$ cat src/core/psbc_pkg.sv
// package: register map, field positions and reset values for the blanking control
package psbc_pkg;
   // ************************************************************
   // register byte offsets
   // ************************************************************
   localparam logic [7:0] PSBC_OFS_EDGE_BLANK_CTRL = 8'h00;
   localparam logic [7:0] PSBC_OFS_CHAN_AUX_CTRL   = 8'h04;
   localparam logic [7:0] PSBC_OFS_LEB_DURATION    = 8'h08;
   localparam logic [7:0] PSBC_OFS_STATUS          = 8'h0c;

   // ************************************************************
   // edge_blank_control_reg fields
   // ************************************************************
   localparam int PSBC_BIT_HI_RISE_TRIG    = 15;
   localparam int PSBC_BIT_HI_FALL_TRIG    = 14;
   localparam int PSBC_BIT_LO_RISE_TRIG    = 13;
   localparam int PSBC_BIT_LO_FALL_TRIG    = 12;
   localparam int PSBC_BIT_FAULT_LEB_EN    = 11;
   localparam int PSBC_BIT_CL_LEB_EN       = 10;
   localparam int PSBC_BIT_SEL_HIGH_BLANK  = 5;
   localparam int PSBC_BIT_SEL_LOW_BLANK   = 4;
   localparam int PSBC_BIT_HI_HIGH_BLANK   = 3;
   localparam int PSBC_BIT_HI_LOW_BLANK    = 2;
   localparam int PSBC_BIT_LO_HIGH_BLANK   = 1;
   localparam int PSBC_BIT_LO_LOW_BLANK    = 0;
   // bits 9..6 are never stored and read as zero
   localparam logic [15:0] PSBC_EBC_IMPL_MASK = 16'hfc3f;
   localparam logic [15:0] PSBC_EBC_RESET     = 16'h0000;

   // ************************************************************
   // other registers
   // ************************************************************
   localparam int          PSBC_SEL_W          = 2;
   localparam int          PSBC_NUM_BLANK_SRC  = 4;
   localparam int          PSBC_BIT_SEL_LSB    = 0;
   localparam logic [1:0]  PSBC_AUX_SEL_RESET  = 2'h0;
   localparam int          PSBC_LEB_W          = 16;
   localparam logic [15:0] PSBC_LEB_DUR_RESET  = 16'h0000;

   // ************************************************************
   // axi answers
   // ************************************************************
   localparam logic [1:0] PSBC_RESP_OKAY   = 2'h0;
   localparam logic [1:0] PSBC_RESP_SLVERR = 2'h2;
endpackage

$ cat src/core/psbc_leb_counter.sv
// leading-edge blanking down-counter, restarted by any enabled pwm edge
`timescale 1ns/1ps
`default_nettype none
module psbc_leb_counter #(
   parameter int CNT_W = 16
) (
   // clock and reset
   input  wire logic             clk_i,
   input  wire logic             sys_rst_i,
   // control
   input  wire logic             restart_i,
   input  wire logic [CNT_W-1:0] duration_i,
   // state
   output logic                  active_o
);
   logic [CNT_W-1:0] count_r;

   // a restart during a running window reloads it, so windows never stack
   always_ff @(posedge clk_i) begin
      if (sys_rst_i) begin
         count_r <= '0;
      end else if (restart_i) begin
         count_r <= duration_i;
      end else if (count_r != '0) begin
         count_r <= count_r - 1'b1;
      end
   end

   assign active_o = (count_r != '0);
endmodule
`default_nettype wire

$ cat src/core/psbc_top.sv
// pwm channel state and leading-edge blanking control with axi4-lite registers
`timescale 1ns/1ps
`default_nettype none
module psbc_top #(
   parameter int ADDR_W = 8
) (
   // clock and reset
   input  wire logic                           clk_i,
   input  wire logic                           sys_rst_i,
   // axi4-lite write address
   input  wire logic [ADDR_W-1:0]              s_axi_awaddr_i,
   input  wire logic                           s_axi_awvalid_i,
   output logic                                s_axi_awready_o,
   // axi4-lite write data
   input  wire logic [31:0]                    s_axi_wdata_i,
   input  wire logic [3:0]                     s_axi_wstrb_i,
   input  wire logic                           s_axi_wvalid_i,
   output logic                                s_axi_wready_o,
   // axi4-lite write response
   output logic [1:0]                          s_axi_bresp_o,
   output logic                                s_axi_bvalid_o,
   input  wire logic                           s_axi_bready_i,
   // axi4-lite read
   input  wire logic [ADDR_W-1:0]              s_axi_araddr_i,
   input  wire logic                           s_axi_arvalid_i,
   output logic                                s_axi_arready_o,
   output logic [31:0]                         s_axi_rdata_o,
   output logic [1:0]                          s_axi_rresp_o,
   output logic                                s_axi_rvalid_o,
   input  wire logic                           s_axi_rready_i,
   // pwm outputs of this channel, same clock
   input  wire logic                           pwm_high_side_out_i,
   input  wire logic                           pwm_low_side_out_i,
   // external blank sources, current-limit and fault, asynchronous
   input  wire logic [psbc_pkg::PSBC_NUM_BLANK_SRC-1:0] blank_src_i,
   input  wire logic                           cur_limit_i,
   input  wire logic                           fault_i,
   // blanked inputs to the pwm protection logic
   output logic                                cur_limit_blanked_o,
   output logic                                fault_blanked_o
);
   import psbc_pkg::*;

   // ************************************************************
   // registers and synchronisers
   // ************************************************************
   logic [15:0]            ebc_r;
   logic [PSBC_SEL_W-1:0]  aux_sel_r;
   logic [PSBC_LEB_W-1:0]  leb_dur_r;
   logic [PSBC_NUM_BLANK_SRC+1:0] async_s1_r;
   logic [PSBC_NUM_BLANK_SRC+1:0] async_s2_r;
   logic                   pwm_h_d_r;
   logic                   pwm_l_d_r;
   logic                   cl_out_r;
   logic                   flt_out_r;

   // two-flop synchronisers: first stage read only by the second
   always_ff @(posedge clk_i) begin
      if (sys_rst_i) begin
         async_s1_r <= '0;
         async_s2_r <= '0;
      end else begin
         async_s1_r <= {fault_i, cur_limit_i, blank_src_i};
         async_s2_r <= async_s1_r;
      end
   end

   wire [PSBC_NUM_BLANK_SRC-1:0] blank_src_sync = async_s2_r[PSBC_NUM_BLANK_SRC-1:0];
   wire cl_sync  = async_s2_r[PSBC_NUM_BLANK_SRC];
   wire flt_sync = async_s2_r[PSBC_NUM_BLANK_SRC+1];

   // ************************************************************
   // state blanking
   // ************************************************************
   // source picked by aux select
   wire sel_blank_sig = blank_src_sync[aux_sel_r];
   wire cond_sel_high = ebc_r[PSBC_BIT_SEL_HIGH_BLANK] & sel_blank_sig;
   wire cond_sel_low  = ebc_r[PSBC_BIT_SEL_LOW_BLANK] & ~sel_blank_sig;
   wire cond_hi_high  = ebc_r[PSBC_BIT_HI_HIGH_BLANK] & pwm_high_side_out_i;
   wire cond_hi_low   = ebc_r[PSBC_BIT_HI_LOW_BLANK] & ~pwm_high_side_out_i;
   wire cond_lo_high  = ebc_r[PSBC_BIT_LO_HIGH_BLANK] & pwm_low_side_out_i;
   wire cond_lo_low   = ebc_r[PSBC_BIT_LO_LOW_BLANK] & ~pwm_low_side_out_i;
   wire state_blank = cond_sel_high | cond_sel_low | cond_hi_high
                    | cond_hi_low | cond_lo_high | cond_lo_low;

   // ************************************************************
   // leading-edge blanking
   // ************************************************************
   always_ff @(posedge clk_i) begin
      if (sys_rst_i) begin
         pwm_h_d_r <= 1'b0;
         pwm_l_d_r <= 1'b0;
      end else begin
         pwm_h_d_r <= pwm_high_side_out_i;
         pwm_l_d_r <= pwm_low_side_out_i;
      end
   end

   wire leb_restart = (ebc_r[PSBC_BIT_HI_RISE_TRIG] & pwm_high_side_out_i & ~pwm_h_d_r)
                    | (ebc_r[PSBC_BIT_HI_FALL_TRIG] & ~pwm_high_side_out_i & pwm_h_d_r)
                    | (ebc_r[PSBC_BIT_LO_RISE_TRIG] & pwm_low_side_out_i & ~pwm_l_d_r)
                    | (ebc_r[PSBC_BIT_LO_FALL_TRIG] & ~pwm_low_side_out_i & pwm_l_d_r);
   logic leb_active;

   psbc_leb_counter #(
      .CNT_W      (PSBC_LEB_W)
   ) u_leb (
      .clk_i      (clk_i),
      .sys_rst_i  (sys_rst_i),
      .restart_i  (leb_restart),
      .duration_i (leb_dur_r),
      .active_o   (leb_active)
   );

   wire cl_mask  = state_blank | (leb_active & ebc_r[PSBC_BIT_CL_LEB_EN]);
   wire flt_mask = state_blank | (leb_active & ebc_r[PSBC_BIT_FAULT_LEB_EN]);

   always_ff @(posedge clk_i) begin
      if (sys_rst_i) begin
         cl_out_r  <= 1'b0;
         flt_out_r <= 1'b0;
      end else begin
         cl_out_r  <= cl_sync & ~cl_mask;
         flt_out_r <= flt_sync & ~flt_mask;
      end
   end

   assign cur_limit_blanked_o = cl_out_r;
   assign fault_blanked_o     = flt_out_r;

   // ************************************************************
   // axi4-lite slave
   // ************************************************************
   function automatic logic [3:0] reg_hit(input logic [ADDR_W-1:0] a);
      reg_hit = {a[7:0] == PSBC_OFS_STATUS, a[7:0] == PSBC_OFS_LEB_DURATION,
                 a[7:0] == PSBC_OFS_CHAN_AUX_CTRL, a[7:0] == PSBC_OFS_EDGE_BLANK_CTRL};
   endfunction

   logic              aw_hold_r;
   logic              w_hold_r;
   logic [ADDR_W-1:0] awaddr_r;
   logic [31:0]       wdata_r;
   logic [3:0]        wstrb_r;
   logic              bvalid_r;
   logic [1:0]        bresp_r;
   logic              rvalid_r;
   logic [1:0]        rresp_r;
   logic [31:0]       rdata_r;

   assign s_axi_awready_o = ~aw_hold_r & ~bvalid_r;
   assign s_axi_wready_o  = ~w_hold_r & ~bvalid_r;
   assign s_axi_arready_o = ~rvalid_r;

   wire aw_take = s_axi_awvalid_i & s_axi_awready_o;
   wire w_take  = s_axi_wvalid_i & s_axi_wready_o;
   wire do_write = (aw_hold_r | aw_take) & (w_hold_r | w_take) & ~bvalid_r;
   wire [ADDR_W-1:0] wr_addr = aw_hold_r ? awaddr_r : s_axi_awaddr_i;
   wire [31:0]       wr_data = w_hold_r ? wdata_r : s_axi_wdata_i;
   wire [3:0]        wr_strb = w_hold_r ? wstrb_r : s_axi_wstrb_i;
   wire [3:0]        wr_hit  = reg_hit(wr_addr);
   wire [15:0]       wr_bmask = {{8{wr_strb[1]}}, {8{wr_strb[0]}}};
   // status is read-only, so a write there is refused
   wire              wr_ok   = |wr_hit[2:0];

   wire ar_take = s_axi_arvalid_i & s_axi_arready_o;
   wire [3:0]  rd_hit = reg_hit(s_axi_araddr_i);
   wire [31:0] status_word = {26'h0, state_blank, leb_active, flt_sync, cl_sync,
                              pwm_low_side_out_i, pwm_high_side_out_i};
   wire [31:0] rd_word = ({32{rd_hit[0]}} & {16'h0, ebc_r})
                       | ({32{rd_hit[1]}} & {{(32-PSBC_SEL_W){1'b0}}, aux_sel_r})
                       | ({32{rd_hit[2]}} & {{(32-PSBC_LEB_W){1'b0}}, leb_dur_r})
                       | ({32{rd_hit[3]}} & status_word);

   always_ff @(posedge clk_i) begin
      if (sys_rst_i) begin
         aw_hold_r <= 1'b0;
         w_hold_r  <= 1'b0;
         awaddr_r  <= '0;
         wdata_r   <= '0;
         wstrb_r   <= '0;
         bvalid_r  <= 1'b0;
         bresp_r   <= PSBC_RESP_OKAY;
      end else begin
         if (do_write) begin
            aw_hold_r <= 1'b0;
            w_hold_r  <= 1'b0;
            bvalid_r  <= 1'b1;
            bresp_r   <= wr_ok ? PSBC_RESP_OKAY : PSBC_RESP_SLVERR;
         end else begin
            if (aw_take) begin
               aw_hold_r <= 1'b1;
               awaddr_r  <= s_axi_awaddr_i;
            end
            if (w_take) begin
               w_hold_r <= 1'b1;
               wdata_r  <= s_axi_wdata_i;
               wstrb_r  <= s_axi_wstrb_i;
            end
            if (bvalid_r & s_axi_bready_i) begin
               bvalid_r <= 1'b0;
            end
         end
      end
   end

   // register writes, byte lanes honoured
   always_ff @(posedge clk_i) begin
      if (sys_rst_i) begin
         ebc_r     <= PSBC_EBC_RESET;
         aux_sel_r <= PSBC_AUX_SEL_RESET;
         leb_dur_r <= PSBC_LEB_DUR_RESET;
      end else if (do_write) begin
         if (wr_hit[0]) begin
            ebc_r <= ((ebc_r & ~wr_bmask) | (wr_data[15:0] & wr_bmask)) & PSBC_EBC_IMPL_MASK;
         end
         if (wr_hit[1] & wr_strb[0]) begin
            aux_sel_r <= wr_data[PSBC_BIT_SEL_LSB +: PSBC_SEL_W];
         end
         if (wr_hit[2]) begin
            leb_dur_r <= (leb_dur_r & ~wr_bmask) | (wr_data[15:0] & wr_bmask);
         end
      end
   end

   always_ff @(posedge clk_i) begin
      if (sys_rst_i) begin
         rvalid_r <= 1'b0;
         rresp_r  <= PSBC_RESP_OKAY;
         rdata_r  <= '0;
      end else if (ar_take) begin
         rvalid_r <= 1'b1;
         rresp_r  <= (|rd_hit) ? PSBC_RESP_OKAY : PSBC_RESP_SLVERR;
         rdata_r  <= rd_word;
      end else if (rvalid_r & s_axi_rready_i) begin
         rvalid_r <= 1'b0;
      end
   end

   assign s_axi_bvalid_o = bvalid_r;
   assign s_axi_bresp_o  = bresp_r;
   assign s_axi_rvalid_o = rvalid_r;
   assign s_axi_rresp_o  = rresp_r;
   assign s_axi_rdata_o  = rdata_r;
endmodule
`default_nettype wire

$ cat config.mk
export PLATFORM = sky130hd
export DESIGN_NAME = psbc_top
export DESIGN_NICKNAME = d
export VERILOG_FILES = /design/src/core/psbc_pkg.sv /design/src/core/psbc_leb_counter.sv /design/src/core/psbc_top.sv
export SDC_FILE = /design/constraint.sdc
export NUM_CORES = 1
export LEC_CHECK = 0
export BUFFER_PORTS_ARGS = -buffer_cell sky130_fd_sc_hd__buf_4
export CORE_MARGIN = 8
export CORE_UTILIZATION = 54
export DETAILED_ROUTE_END_ITERATION = 12
export PLACE_DENSITY = 0.78
export SETUP_SLACK_MARGIN = 0.02
export SYNTH_ARGS = -nofsm -noshare
export SYNTH_HDL_FRONTEND = slang
export SYNTH_SLANG_ARGS = --single-unit
$ cat constraint.sdc
create_clock -name clk_i -period 2.2 [get_ports clk_i]
set_input_delay 0.22 -clock clk_i [delete_from_list [all_inputs] [get_ports clk_i]]
set_output_delay 0.22 -clock clk_i [all_outputs]
set_load 0.02 [all_outputs]
==> Word level (Yosys, flattened, before mapping) <==
Cells that the tools add are included.
{ "classes": {"n_bitwise": 65, "addsub": 1, "magnitude_cmp": 1, "n_mux": 13, "n_reduce_logical": 14, "eq_ne": 5} }
{ "op_table": {"columns": ["operator", "count"], "rows": [
  ["32-bit bitwise OR", 3],
  ["32-bit by 16-bit AND with 32-bit output", 2],
  ["16-bit AND", 3],
  ["16-bit 2-to-1 mux", 3],
  ["32-bit by 2-bit AND with 32-bit output", 1],
  ["32-bit by 6-bit AND with 32-bit output", 1],
  ["16-bit bitwise OR", 2],
  ["1-bit AND", 28],
  ["8-bit by 4-bit equality test with 1-bit output, second input constant", 3],
  ["8-bit by 3-bit equality test with 1-bit output, second input constant", 2],
  ["8-bit logical NOT", 2],
  ["16-bit NOT", 1],
  ["16-bit nonzero test", 1],
  ["16-bit by 1-bit subtractor with 16-bit output, second input constant", 1],
  ["1-bit NOT", 12],
  ["1-bit bitwise OR", 12],
  ["2-bit AND reduction", 5],
  ["8-bit 2-to-1 mux", 1],
  ["2-bit 2-to-1 mux", 3],
  ["2-bit nonzero test", 3],
  ["1-bit 2-to-1 mux", 5],
  ["4-bit OR reduction", 1],
  ["2-bit by 3-bit less-than comparator with 1-bit output, second input constant", 1],
  ["3-bit OR reduction", 1],
  ["2 further kinds", 2]
]} }
{ "word_totals": {"word_cells": 119, "out_inout_bits": 43, "inputBits": 67, "ff_bits": 128} }

==> Logic depth before layout (Yosys ltp) <==
Gate-level depths: netlist of run 1.
{ "depth": {"ltp_word": 12, "mapped_depth": 8, "depth_no_buf": 7} }

==> Modules after synthesis <==
From an unflattened synthesis of run 1, not the netlist that was laid out.
{ "unflattened": {"cells_unflattened": 532, "area_unflattened_um2": 5188.7} }
{ "modules_own_cells": {"columns": ["module", "n_inst", "seq_area_each_um2", "cells_each", "area_each_um2"], "rows": [
  ["psbc_top", 1, 1881.8, 422, 4217.8],
  ["psbc_leb_counter", 1, 320.3, 110, 970.9]
]} }

==> Worst setup path after synthesis of run 1 <==
OpenSTA, ideal clock, no wires.
{ "synth_timing": {"kind": "register -> register", "start": "reg u_leb.count_r[1]", "end": "reg u_leb.count_r[10]", "t_required_ns": 2.079, "setup_time_ns": 0.121, "setup_slack_ns": 0.436, "path_buffers": 1, "stages_incl_launch_ff": 9, "synth_period_minus_slack_ns": 1.764, "arrival_ns": 1.643, "cell_sequence": "dfxtp_1 -> inv_1 -> ha_1 -> nor3b_2 -> nand4_1 -> or2_0 -> buf_2 -> nand3b_2 -> o2bb2ai_1"} }
{ "synth_between": {"elab_chain_len": 3, "elab_cells_between_ends": 5, "classes_between": "1 x add/sub; 2 x mux; 2 x reduce/logical"} }
{ "synth_rtl": {"columns": ["item", "line_no", "source"], "rows": [
  ["from (decl)", "psbc_leb_counter.sv:16", "logic [CNT_W-1:0] count_r;"],
  ["from (signal assigned)", "psbc_leb_counter.sv:23", "count_r <= duration_i;"],
  ["from (signal assigned)", "psbc_leb_counter.sv:25", "count_r <= count_r - 1'b1;"],
  ["16-bit by 1-bit subtractor with 16-bit output", "psbc_leb_counter.sv:25", null],
  ["16-bit 2-to-1 mux", "psbc_leb_counter.sv:24", "end else if (count_r != '0) begin"],
  ["16-bit 2-to-1 mux", "psbc_leb_counter.sv:22", "end else if (restart_i) begin"]
]} }
Parallel ways exist; a longest one is shown, timed or not. The select of a mux whose other input is x is not followed.
A chain may end at the register's enable or synchronous reset.

==> Worst setup path in the final report of run 1 <==
{ "layout_timing": {"start": "reg u_leb.count_r[7]", "end": "reg u_leb.count_r[14]"} }
Same word-level chain as after synthesis.

==> out/metrics.cfg, run 1 <==
[synth]
synthSimpleGateAreaFrac=0.223
synth_top_family_by_area=simple AND/OR/NAND/NOR gates
ys.flop_type=dfxtp_1
synth.area.mux_share=0.158
synth-compound-area-share=0.0963
synth_xor_area_frac=0.0196
post_synth.cell_area_avg_um2=9.45
yosysWarnings=0
synth_fa_ha_area_frac=0.00254
ys_seq_elements=110
synth-edff-count=0
async_flop_share=0
synth_cell_type_count=58
netlist_instances=521
yosysSeqAreaShare=0.447
synth_area_um2=4920

[detailed_routing]
post_drt_via_cell_ratio=5.44
avgRoutedWirePerCell_um=15.7
vias=3846
antenna_left=0
drt-total-wl_um=11100
drc_errors=0
dr.pass1.iters=5
drt_iter0_drc=199

[timing]
period_share=0.878
fin_crit_ns=1.93
timing_hold_violations_final=0
tightest_slew_ns=0.722
finalSetupViolations=0
tns_ns=0
final_max_slew_viol_count=0
max_freq_mhz=518
rsz0062_at_grt=false
slew_headroom=0.517
fin_worst_skew_ns=0.0103

[worst_setup_path]
crit_type=reg -> reg
end_kind=flip-flop
cp_max_fo=5
start_kind=flip-flop
worst_ep_required_time_ns=2.45
arrival_ns=2.19

[finish]
drive_gt1_frac=0.248
nets=659
area_delta_synth_final_pct=16.6
insertedDiodeCount=0
fillers=774
final_cells=707

[job]
drv_cap=0

[clock_tree]
cts.sinks=110
cts_buffers=9
worstSkewPairLatency_ns=0.37
path_clk_slew_ns=0.11
cts_root_buffer=clkbuf_8
clockBufferDepth=2
post_cts_buffers=0
cts_tree=yes
cts_max_level=3
cts.repair.resized=0
cts_hold_buf=0

[global_route]
antenna_found_initial=0
track_usage=0.173
grt_pass1_wl_um=18200
grt_overflow_total=0
grt_pass1_vias=3926
grt_max_degree=37

[power_and_ir_drop]
cellLeakagePower_nw=2.55
powerDensity_nw_per_um2=816
peakVddDrop_uv=383

[placement]
gp_congestion=0.850
dp.cells=691
portBuffers=73
hpwl_um=8370

[outcome]
status=finished, final reports clean

[floorplanning]
num_rows=35
core_area_um2=9020
die_x_um=111
start_util=0.546
ioPinCount=110
die_h_um=111
die_area_um2=12400

[hold_path]
hold_path.class=in -> reg

layout make-up:
class	instances	area [um^2]	share of cell area
Timing Repair Buffer	86	646	0.112
Clock inverter	7	87.6	0.0153
Tap cell	111	139	0.0242
Multi-Input combinational cell	378	2520	0.439
Sequential cell	110	2200	0.383
Inverter	6	22.5	0.00392
Clock buffer	9	124	0.0216
path summary, 6_finish.rpt:
kind	start	endpoint	slack, ns	cells after the start
worst max register to register	u_leb.count_r[7]	u_leb.count_r[14]	0.27	6
worst min-delay path	s_axi_rready_i	s_axi_rvalid_o	0.01	2
worst min register to register	async_s1_r[1]	async_s2_r[1]	0.45	1
worst max-delay path	u_leb.count_r[7]	u_leb.count_r[14]	0.27	6
where the power goes:
group | total [mW] | internal (mW) | switching (mW)
registers | 2.27 | 2.13 | 0.133
clock network | 1.28 | 0.557 | 0.727
logic | 1.13 | 0.527 | 0.604
stage by stage:
stage	power, mW	setup slack (ns)	instance area [um^2]	hold slack (ns)	utilization
after floorplan	3.13	0.436	4990	0.319	-
after global placement	3.39	0.342	5530	0.405	0.613
after detailed placement	3.43	0.293	5530	0.407	0.613
after CTS	4.73	0.263	5740	0.00411	0.637
after global routing	4.92	0.122	5740	0.00409	0.637
final	4.68	0.268	5740	0.0142	0.637
critical path, cell delays in order (launching register included):
cell      delay (ns)
dfxtp_1         0.37
nor4_2          0.47
nand4_1         0.19
buf_4           0.18
or2_2           0.27
a211oi_1        0.24
nor3_1          0.08
routing by layer:
metal,up-vias,share of wire,global-route usage
li1,1910,-,-
met1,1854,0.40,0.184
met2,66,0.53,0.318
met3,16,0.046,0.0527
met4,0,0.016,0.0578
met5,-,0,0
cells by family after synthesis:
kind of cell / count (synthesis)
XOR/XNOR: 11
adder cells (fa/ha/maj): 1
multiplexers: 71
buffers and inverters: 50
flip-flops: 110
AO/OA/AOI/OAI: 70
AND/OR/NAND/NOR: 207
other: 1
synth_stat cells, types with 10 or more instances:
cell / instances / share of area
nor2b_1: 15 / 0.019
mux2i_1: 46 / 0.093
nand2_1: 54 / 0.041
buf_4: 18 / 0.027
nor2_1: 76 / 0.058
mux2_2: 22 / 0.050
a22oi_1: 14 / 0.021
dfxtp_1: 110 / 0.45
clkbuf_1: 16 / 0.012
nor3_1: 11 / 0.011
o2bb2ai_1: 10 / 0.018
a21oi_1: 28 / 0.028
placed cells by master, fill, tap and decap left out, drive strengths merged, types with 4 or more instances in the layout:
master and count:
nor4 4, mux2i 46, xnor2 4, nor2b 15, clkbuf 9, a22oi 15
nand4 4, a21oi 28, xor2 7, o2bb2ai 10, nand2 54, nand3 10
mux2 22, buf 86, inv 11, nor2 76, nand3b 6, conb 18
o21ai 5, dfxtp 110, nor3 13
Power figures use the tool's default switching activity.
==> run 2, diff against run 1 <==
--- a/config.mk
+++ b/config.mk
@@ -5,9 +5,11 @@
 export SDC_FILE = /design/constraint.sdc
 export NUM_CORES = 1
 export LEC_CHECK = 0
+export ABC_AREA = 1
 export BUFFER_PORTS_ARGS = -buffer_cell sky130_fd_sc_hd__buf_4
+export CORE_ASPECT_RATIO = 0.75
 export CORE_MARGIN = 8
-export CORE_UTILIZATION = 54
+export CORE_UTILIZATION = 55
 export DETAILED_ROUTE_END_ITERATION = 12
 export PLACE_DENSITY = 0.78
 export SETUP_SLACK_MARGIN = 0.02
==> run 2 against run 1 <==
Wire length up 17%. Critical path type unchanged. Die area increased by 4.3%. Setup slack gained 0.094 ns. Clock skew down 0.0030 ns.
==> out/metrics.cfg, run 2 <==
[clock_tree]
cts_root_buffer=clkbuf_16
worstSkewPairLatency_ns=0.35  ; -0.02 ns
cts_hold_buf=0  ; unchanged
post_cts_buffers=0  ; unchanged
path_clk_slew_ns=0.07  ; -0.04 ns
cts.repair.resized=0  ; unchanged
cts_tree=yes
cts.sinks=110  ; unchanged
cts_max_level=3  ; unchanged
clockBufferDepth=2  ; unchanged
cts_buffers=9  ; unchanged

[timing]
fin_worst_skew_ns=0.00729  ; -0.00297 ns
rsz0062_at_grt=false
timing_hold_violations_final=0  ; unchanged
tightest_slew_ns=0.573  ; -0.150 ns
finalSetupViolations=0  ; unchanged
slew_headroom=0.618  ; +0.101
final_max_slew_viol_count=0  ; unchanged
fin_crit_ns=1.84  ; -0.0937 ns
period_share=0.836  ; -0.0426
max_freq_mhz=544  ; +5.1%
tns_ns=0  ; unchanged

[placement]
hpwl_um=9710  ; +16%
portBuffers=73  ; unchanged
gp_congestion=0.883  ; +3.9%

[power_and_ir_drop]
pwr-share-seq=0.382  ; -0.102
p_switching_mw=2.40  ; +64%
power_frac_comb=0.348  ; +0.106
powerDensity_nw_per_um2=1060  ; +30%
peakVddDrop_uv=650  ; +70%
p_sw_frac=0.366  ; +0.0535
p_total_mw=6.56  ; +40%
internal_power_mw=4.15  ; +29%
clockPowerShare=0.270  ; -0.004
cellLeakagePower_nw=2.82  ; +11%

[floorplanning]
ioPinCount=110  ; unchanged
die_x_um=129  ; +16%
die_h_um=101  ; -9.8%
start_util=0.555  ; +0.00882
num_rows=31  ; -11%
core_area_um2=9460  ; +4.9%
die_area_um2=13000  ; +4.3%

[hold_path]
hold_path.class=in -> reg
holdCritStartpoint=s_axi_bready_i

[worst_setup_path]
rr_startpoint=aw_hold_r
worst_ep_required_time_ns=2.45  ; about the same
cp_max_fo=12  ; +7
cp-startpoint=aw_hold_r
start_kind=flip-flop
crit_type=reg -> reg
arrival_ns=2.09  ; -0.10 ns
end_kind=flip-flop

[detailed_routing]
avgRoutedWirePerCell_um=13.2  ; -16%
antenna_left=0  ; unchanged
vias=4999  ; +30%
post_drt_via_cell_ratio=5.08  ; -6.6%
drt-total-wl_um=13000  ; +17%
drc_errors=0  ; unchanged
drt_iter0_drc=456  ; +130%
dr.pass1.iters=6  ; +1

[global_route]
grt_pass1_wl_um=21900  ; +21%
track_usage=0.208  ; +0.0345
antenna_found_initial=0  ; unchanged
grt_pass1_vias=4805  ; +22%
grt_overflow_total=0  ; unchanged
grt_max_degree=39  ; +5.4%

[finish]
insertedDiodeCount=0  ; unchanged
drive_gt1_frac=0.143  ; -0.105
final_cell_mix=187 x nand2_1, 155 x nor2_1, 110 x dfxtp_1, 84 x buf_4, 80 x inv_1
fillers=872  ; +13%
final_common_cell=nand2_1
area_delta_synth_final_pct=17.4
nets=916  ; +39%

[synth]
yosysWarnings=0  ; unchanged
yosysSeqAreaShare=0.419  ; -0.0277
synth_cell_type_count=33  ; -43%
synth-edff-count=0  ; unchanged
synth.most_common_cell=nand2_1
synth_top_area_frac=0.419  ; -0.0277
ys_seq_elements=110  ; unchanged
synth_area_um2=5250  ; +6.6%
ys.flop_type=dfxtp_1
post-synth-top-area-cell=dfxtp_1
netlist_instances=783  ; +50%
post_synth.cell_area_avg_um2=6.71  ; -29%
synth_commonest_cells=187 x nand2_1, 155 x nor2_1, 110 x dfxtp_1
async_flop_share=0  ; unchanged
synth_area_leaders=dfxtp_1 42%, nand2_1 13%, nor2_1 11%

[job]
drv_cap=0  ; unchanged

[outcome]
status=finished, final reports clean

run 2: cells by family after synthesis:
group	share of synthesized area
AO/OA/AOI/OAI	0.103
XOR/XNOR	0.0100
adder cells (fa/ha/maj)	0.00238
buffers and inverters	0.115
flip-flops	0.419
multiplexers	0.00763
other	0.000714
AND/OR/NAND/NOR	0.342
run 2: area by class of cell:
class	count	area, um^2	share of cell area
sequential	110	2200	0.357
clock buffer	11	243	0.0394
clock inverter	4	80.1	0.0130
inverter	84	315	0.0511
multi-input combinational	558	2510	0.407
tap	132	165	0.0268
timing repair buffer	85	651	0.106
run 2: final timing paths:
| kind | end | slack (ns) | cells past startpoint |
|---|---|---|---|
| max reg2reg | flip-flop | 0.36 | 7 |
| min reg2reg | async_s2_r[2] | 0.40 | 2 |
| max | flip-flop | 0.36 | 7 |
| min | s_axi_bvalid_o | 0.06 | 2 |
run 2: power by group through the flow:
stage               sequential, mW  clock [mW]  combinational [mW]
floorplan                     2.52           0                1.70
global placement              2.53           0                2.15
detailed placement            2.54           0                2.23
CTS                           2.50        1.79                2.26
global route                  2.54        1.85                2.62
finish                        2.51        1.77                2.28
run 2: per-stage QoR:
stage	instances	utilization	worst slack, ns	cell area [um^2]	hold slack [ns]
after global placement	969	0.617	0.520	5840	0.391
after CTS	984	0.651	0.398	6160	0.0578
after detailed placement	969	0.617	0.433	5840	0.396
after floorplan	800	-	0.539	5310	0.323
after global routing	984	0.651	0.167	6160	0.0640
final	984	0.651	0.362	6160	0.0625
run 2: critical path, stage by stage (launching register included):
cell and delay (ns):
dfxtp_1 0.51, o21ai_1 0.22, nor2_1 0.20, nand3_2 0.14, nor2_2 0.41, nand2_1 0.12, nand2_1 0.09, nor2_1 0.04
run 2: layer usage:
layer  up-vias  track usage  part of all wire  routed length [um]
met5         -            0                 0                   0
met2       141        0.348              0.47                6100
li1       2537            -                 -                   -
met4         0       0.0819             0.024                 315
met3        28       0.0581             0.063                 820
met1      2293        0.247              0.44                5710
==> run 3, diff against run 2 <==
--- a/config.mk
+++ b/config.mk
@@ -5,11 +5,11 @@
 export SDC_FILE = /design/constraint.sdc
 export NUM_CORES = 1
 export LEC_CHECK = 0
-export ABC_AREA = 1
+export ABC_AREA = 0
 export BUFFER_PORTS_ARGS = -buffer_cell sky130_fd_sc_hd__buf_4
 export CORE_ASPECT_RATIO = 0.75
 export CORE_MARGIN = 8
-export CORE_UTILIZATION = 55
+export CORE_UTILIZATION = 54
 export DETAILED_ROUTE_END_ITERATION = 12
 export PLACE_DENSITY = 0.78
 export SETUP_SLACK_MARGIN = 0.02
==> constraint.sdc (replaced) <==
create_clock -name clk_i -period 1.85 [get_ports clk_i]
set_input_delay 0.185 -clock clk_i [delete_from_list [all_inputs] [get_ports clk_i]]
set_output_delay 0.185 -clock clk_i [all_outputs]
set_load 0.02 [all_outputs]
==> run 3 against run 2 <==
Sequential share of layout area increased by 0.86 points. Critical path depth decreased by 1. Register-to-register slack got worse by 0.34 ns. Highest routed layer unchanged. Largest power group unchanged. First-iteration DRC count decreased by 37%. Global-route usage decreased by 1.2 points. Hold slack got worse by 0.047 ns. Die area decreased by 3.8%. Combinational power decreased by 28%. Via count decreased by 21%. Non-clock buffer count increased by 15. Wire length decreased by 7.7%. Count of clock-buffer cells in the layout decreased by 1.
==> out/metrics.cfg, run 3 (synthesis gave the netlist of run 1 again) <==
[finish]
area_delta_synth_final_pct=22.5
final_cell_mix=108 x dfxtp_1, 98 x buf_4, 76 x nor2_1, 54 x nand2_1, 45 x mux2i_1
drive_gt1_frac=0.284  ; +0.140
nets=673  ; -27%
regArea_um2=2210  ; +0.23%
design_area_um2=6030  ; -2.1%
final_common_cell=dfxtp_1
final_cells=722  ; -27%
multiInputGateArea_um2=2580  ; +2.9%
fillers=713  ; -18%
insertedDiodeCount=0  ; unchanged

[hold_path]
hold_path.class=in -> reg

[placement]
post_dp_cell_area_um2=5620  ; -3.9%
hpwl_um=8770  ; -9.6%
dp.cells=703  ; -27%
portBuffers=73  ; unchanged
gp_congestion=0.846  ; -4.2%

[detailed_routing]
antenna_left=0  ; unchanged
drt-total-wl_um=11900  ; -7.7%
vias=3954  ; -21%
drt_iter0_drc=289  ; -37%
dr.pass1.iters=5  ; -1
post_drt_via_cell_ratio=5.48  ; +7.8%
avgRoutedWirePerCell_um=16.5  ; +26%
drc_errors=0  ; unchanged

[worst_setup_path]
cp_cell_sequence=or4b_4 -> o22ai_4 -> buf_12 -> nand3_4 -> mux2i_2 -> nor2_1
critPathBufInv=1  ; +1
crit_type=reg -> reg
cpPeakStageDelay_ns=0.48  ; -0.03 ns
critical-path-top-delay-family=simple AND/OR/NAND/NOR gates
slowest_stage=or4b_4
cp_max_fo=8  ; -4
arrival_ns=2.06  ; -0.03 ns
worst_ep_required_time_ns=2.09  ; -0.36 ns
end_kind=flip-flop
start_kind=flip-flop

[global_route]
antenna_found_initial=0  ; unchanged
grt_overflow_total=0  ; unchanged
grt_pass1_vias=4115  ; -14%
grt_pass1_wl_um=19900  ; -9.2%
track_usage=0.195  ; -0.0125
grt_max_degree=55  ; +41%

[floorplanning]
start_util=0.549  ; -0.00578
ioPinCount=110  ; unchanged
num_rows=30  ; -3.2%
die_x_um=126  ; -2.0%
die_area_um2=12500  ; -3.8%
die_h_um=98.7  ; -1.9%
core_area_um2=8970  ; -5.2%

[power_and_ir_drop]
powerDensity_nw_per_um2=1060  ; -0.63%
p_total_mw=6.38  ; -2.7%
peakVddDrop_uv=607  ; -6.7%
cellLeakagePower_nw=2.68  ; -5.2%

[timing]
fin_worst_skew_ns=0.00668  ; -0.000608 ns
finalSetupViolations=0  ; unchanged
tightest_slew_ns=0.559  ; -0.0141 ns
max_freq_mhz=548  ; +0.71%
rsz0062_at_grt=true
timing_hold_violations_final=0  ; unchanged
final_max_slew_viol_count=0  ; unchanged
period_share=0.987  ; +0.151
slew_headroom=0.628  ; +0.00981
fin_crit_ns=1.83  ; -0.0130 ns
tns_ns=0  ; unchanged

[outcome]
status=finished, final reports clean

[clock_tree]
worstSkewPairLatency_ns=0.35  ; about the same
cts_tree=yes
cts_root_buffer=clkbuf_16
clockBufferDepth=2  ; unchanged
cts_max_level=3  ; unchanged
cts.sinks=110  ; unchanged
cts_buffers=9  ; unchanged
path_clk_slew_ns=0.07  ; about the same

[job]
drv_cap=0  ; unchanged

## run 3: final cells by class
type	count	share of cell area
Tap cell	112	0.0232
Inverter	6	0.00373
Clock inverter	6	0.0143
Multi-Input combinational cell	378	0.428
Timing Repair Buffer	100	0.127
Clock buffer	10	0.0380
Sequential cell	110	0.366
## run 3: path summary, 6_finish.rpt
kind | start | endpoint | slack [ns] | depth (start not counted)
worst max register to register | aw_hold_r | flip-flop | 0.02 | 6
worst min register to register | async_s1_r[0] | async_s2_r[0] | 0.44 | 1
worst max-delay path | aw_hold_r | flip-flop | 0.02 | 6
worst min-delay path | s_axi_rready_i | s_axi_rvalid_o | 0.02 | 2
## run 3: through the flow
step	hold WS, ns	worst slack (ns)	utilization
finish	0.0152	0.0247	0.673
global route	0.0230	-0.0728	0.673
CTS	0.00729	0.0119	0.665
detailed placement	0.377	-0.150	0.626
global placement	0.370	-0.0913	0.626
floorplan	0.284	0.0863	-
## run 3: power breakdown
group	total (mW)	switching, mW	internal, mW
clock	2.04	0.854	1.18
sequential	2.70	0.158	2.54
combinational	1.64	0.822	0.816
total	6.38	1.83	4.54
## run 3: per-layer routing
layer | track usage | part of all wire | vias to the layer above
met5 | 0 | 0 | -
met4 | 0.0728 | 0.020 | 0
met3 | 0.0588 | 0.057 | 23
met2 | 0.331 | 0.48 | 115
met1 | 0.229 | 0.44 | 1881
li1 | - | - | 1935
## run 3: what timing repair did
action / 4_1_cts / 5_1_grt
hold buffers: 0 / 0
gates resized for setup: 3 / 15
pin swaps: 2 / 12
setup buffers: 2 / 1
setup endpoints to repair: 34 / 45
cloned: 0 / 0
## run 3: worst register-to-register path: cells and delay by family, from the launching register on
kind,cells,cell delay [ns]
and+or+nand+nor,3,0.73
DFF,1,0.38
muxes,1,0.25
AOI/OAI and AO/OA,1,0.18
buffers and inverters,1,0.16
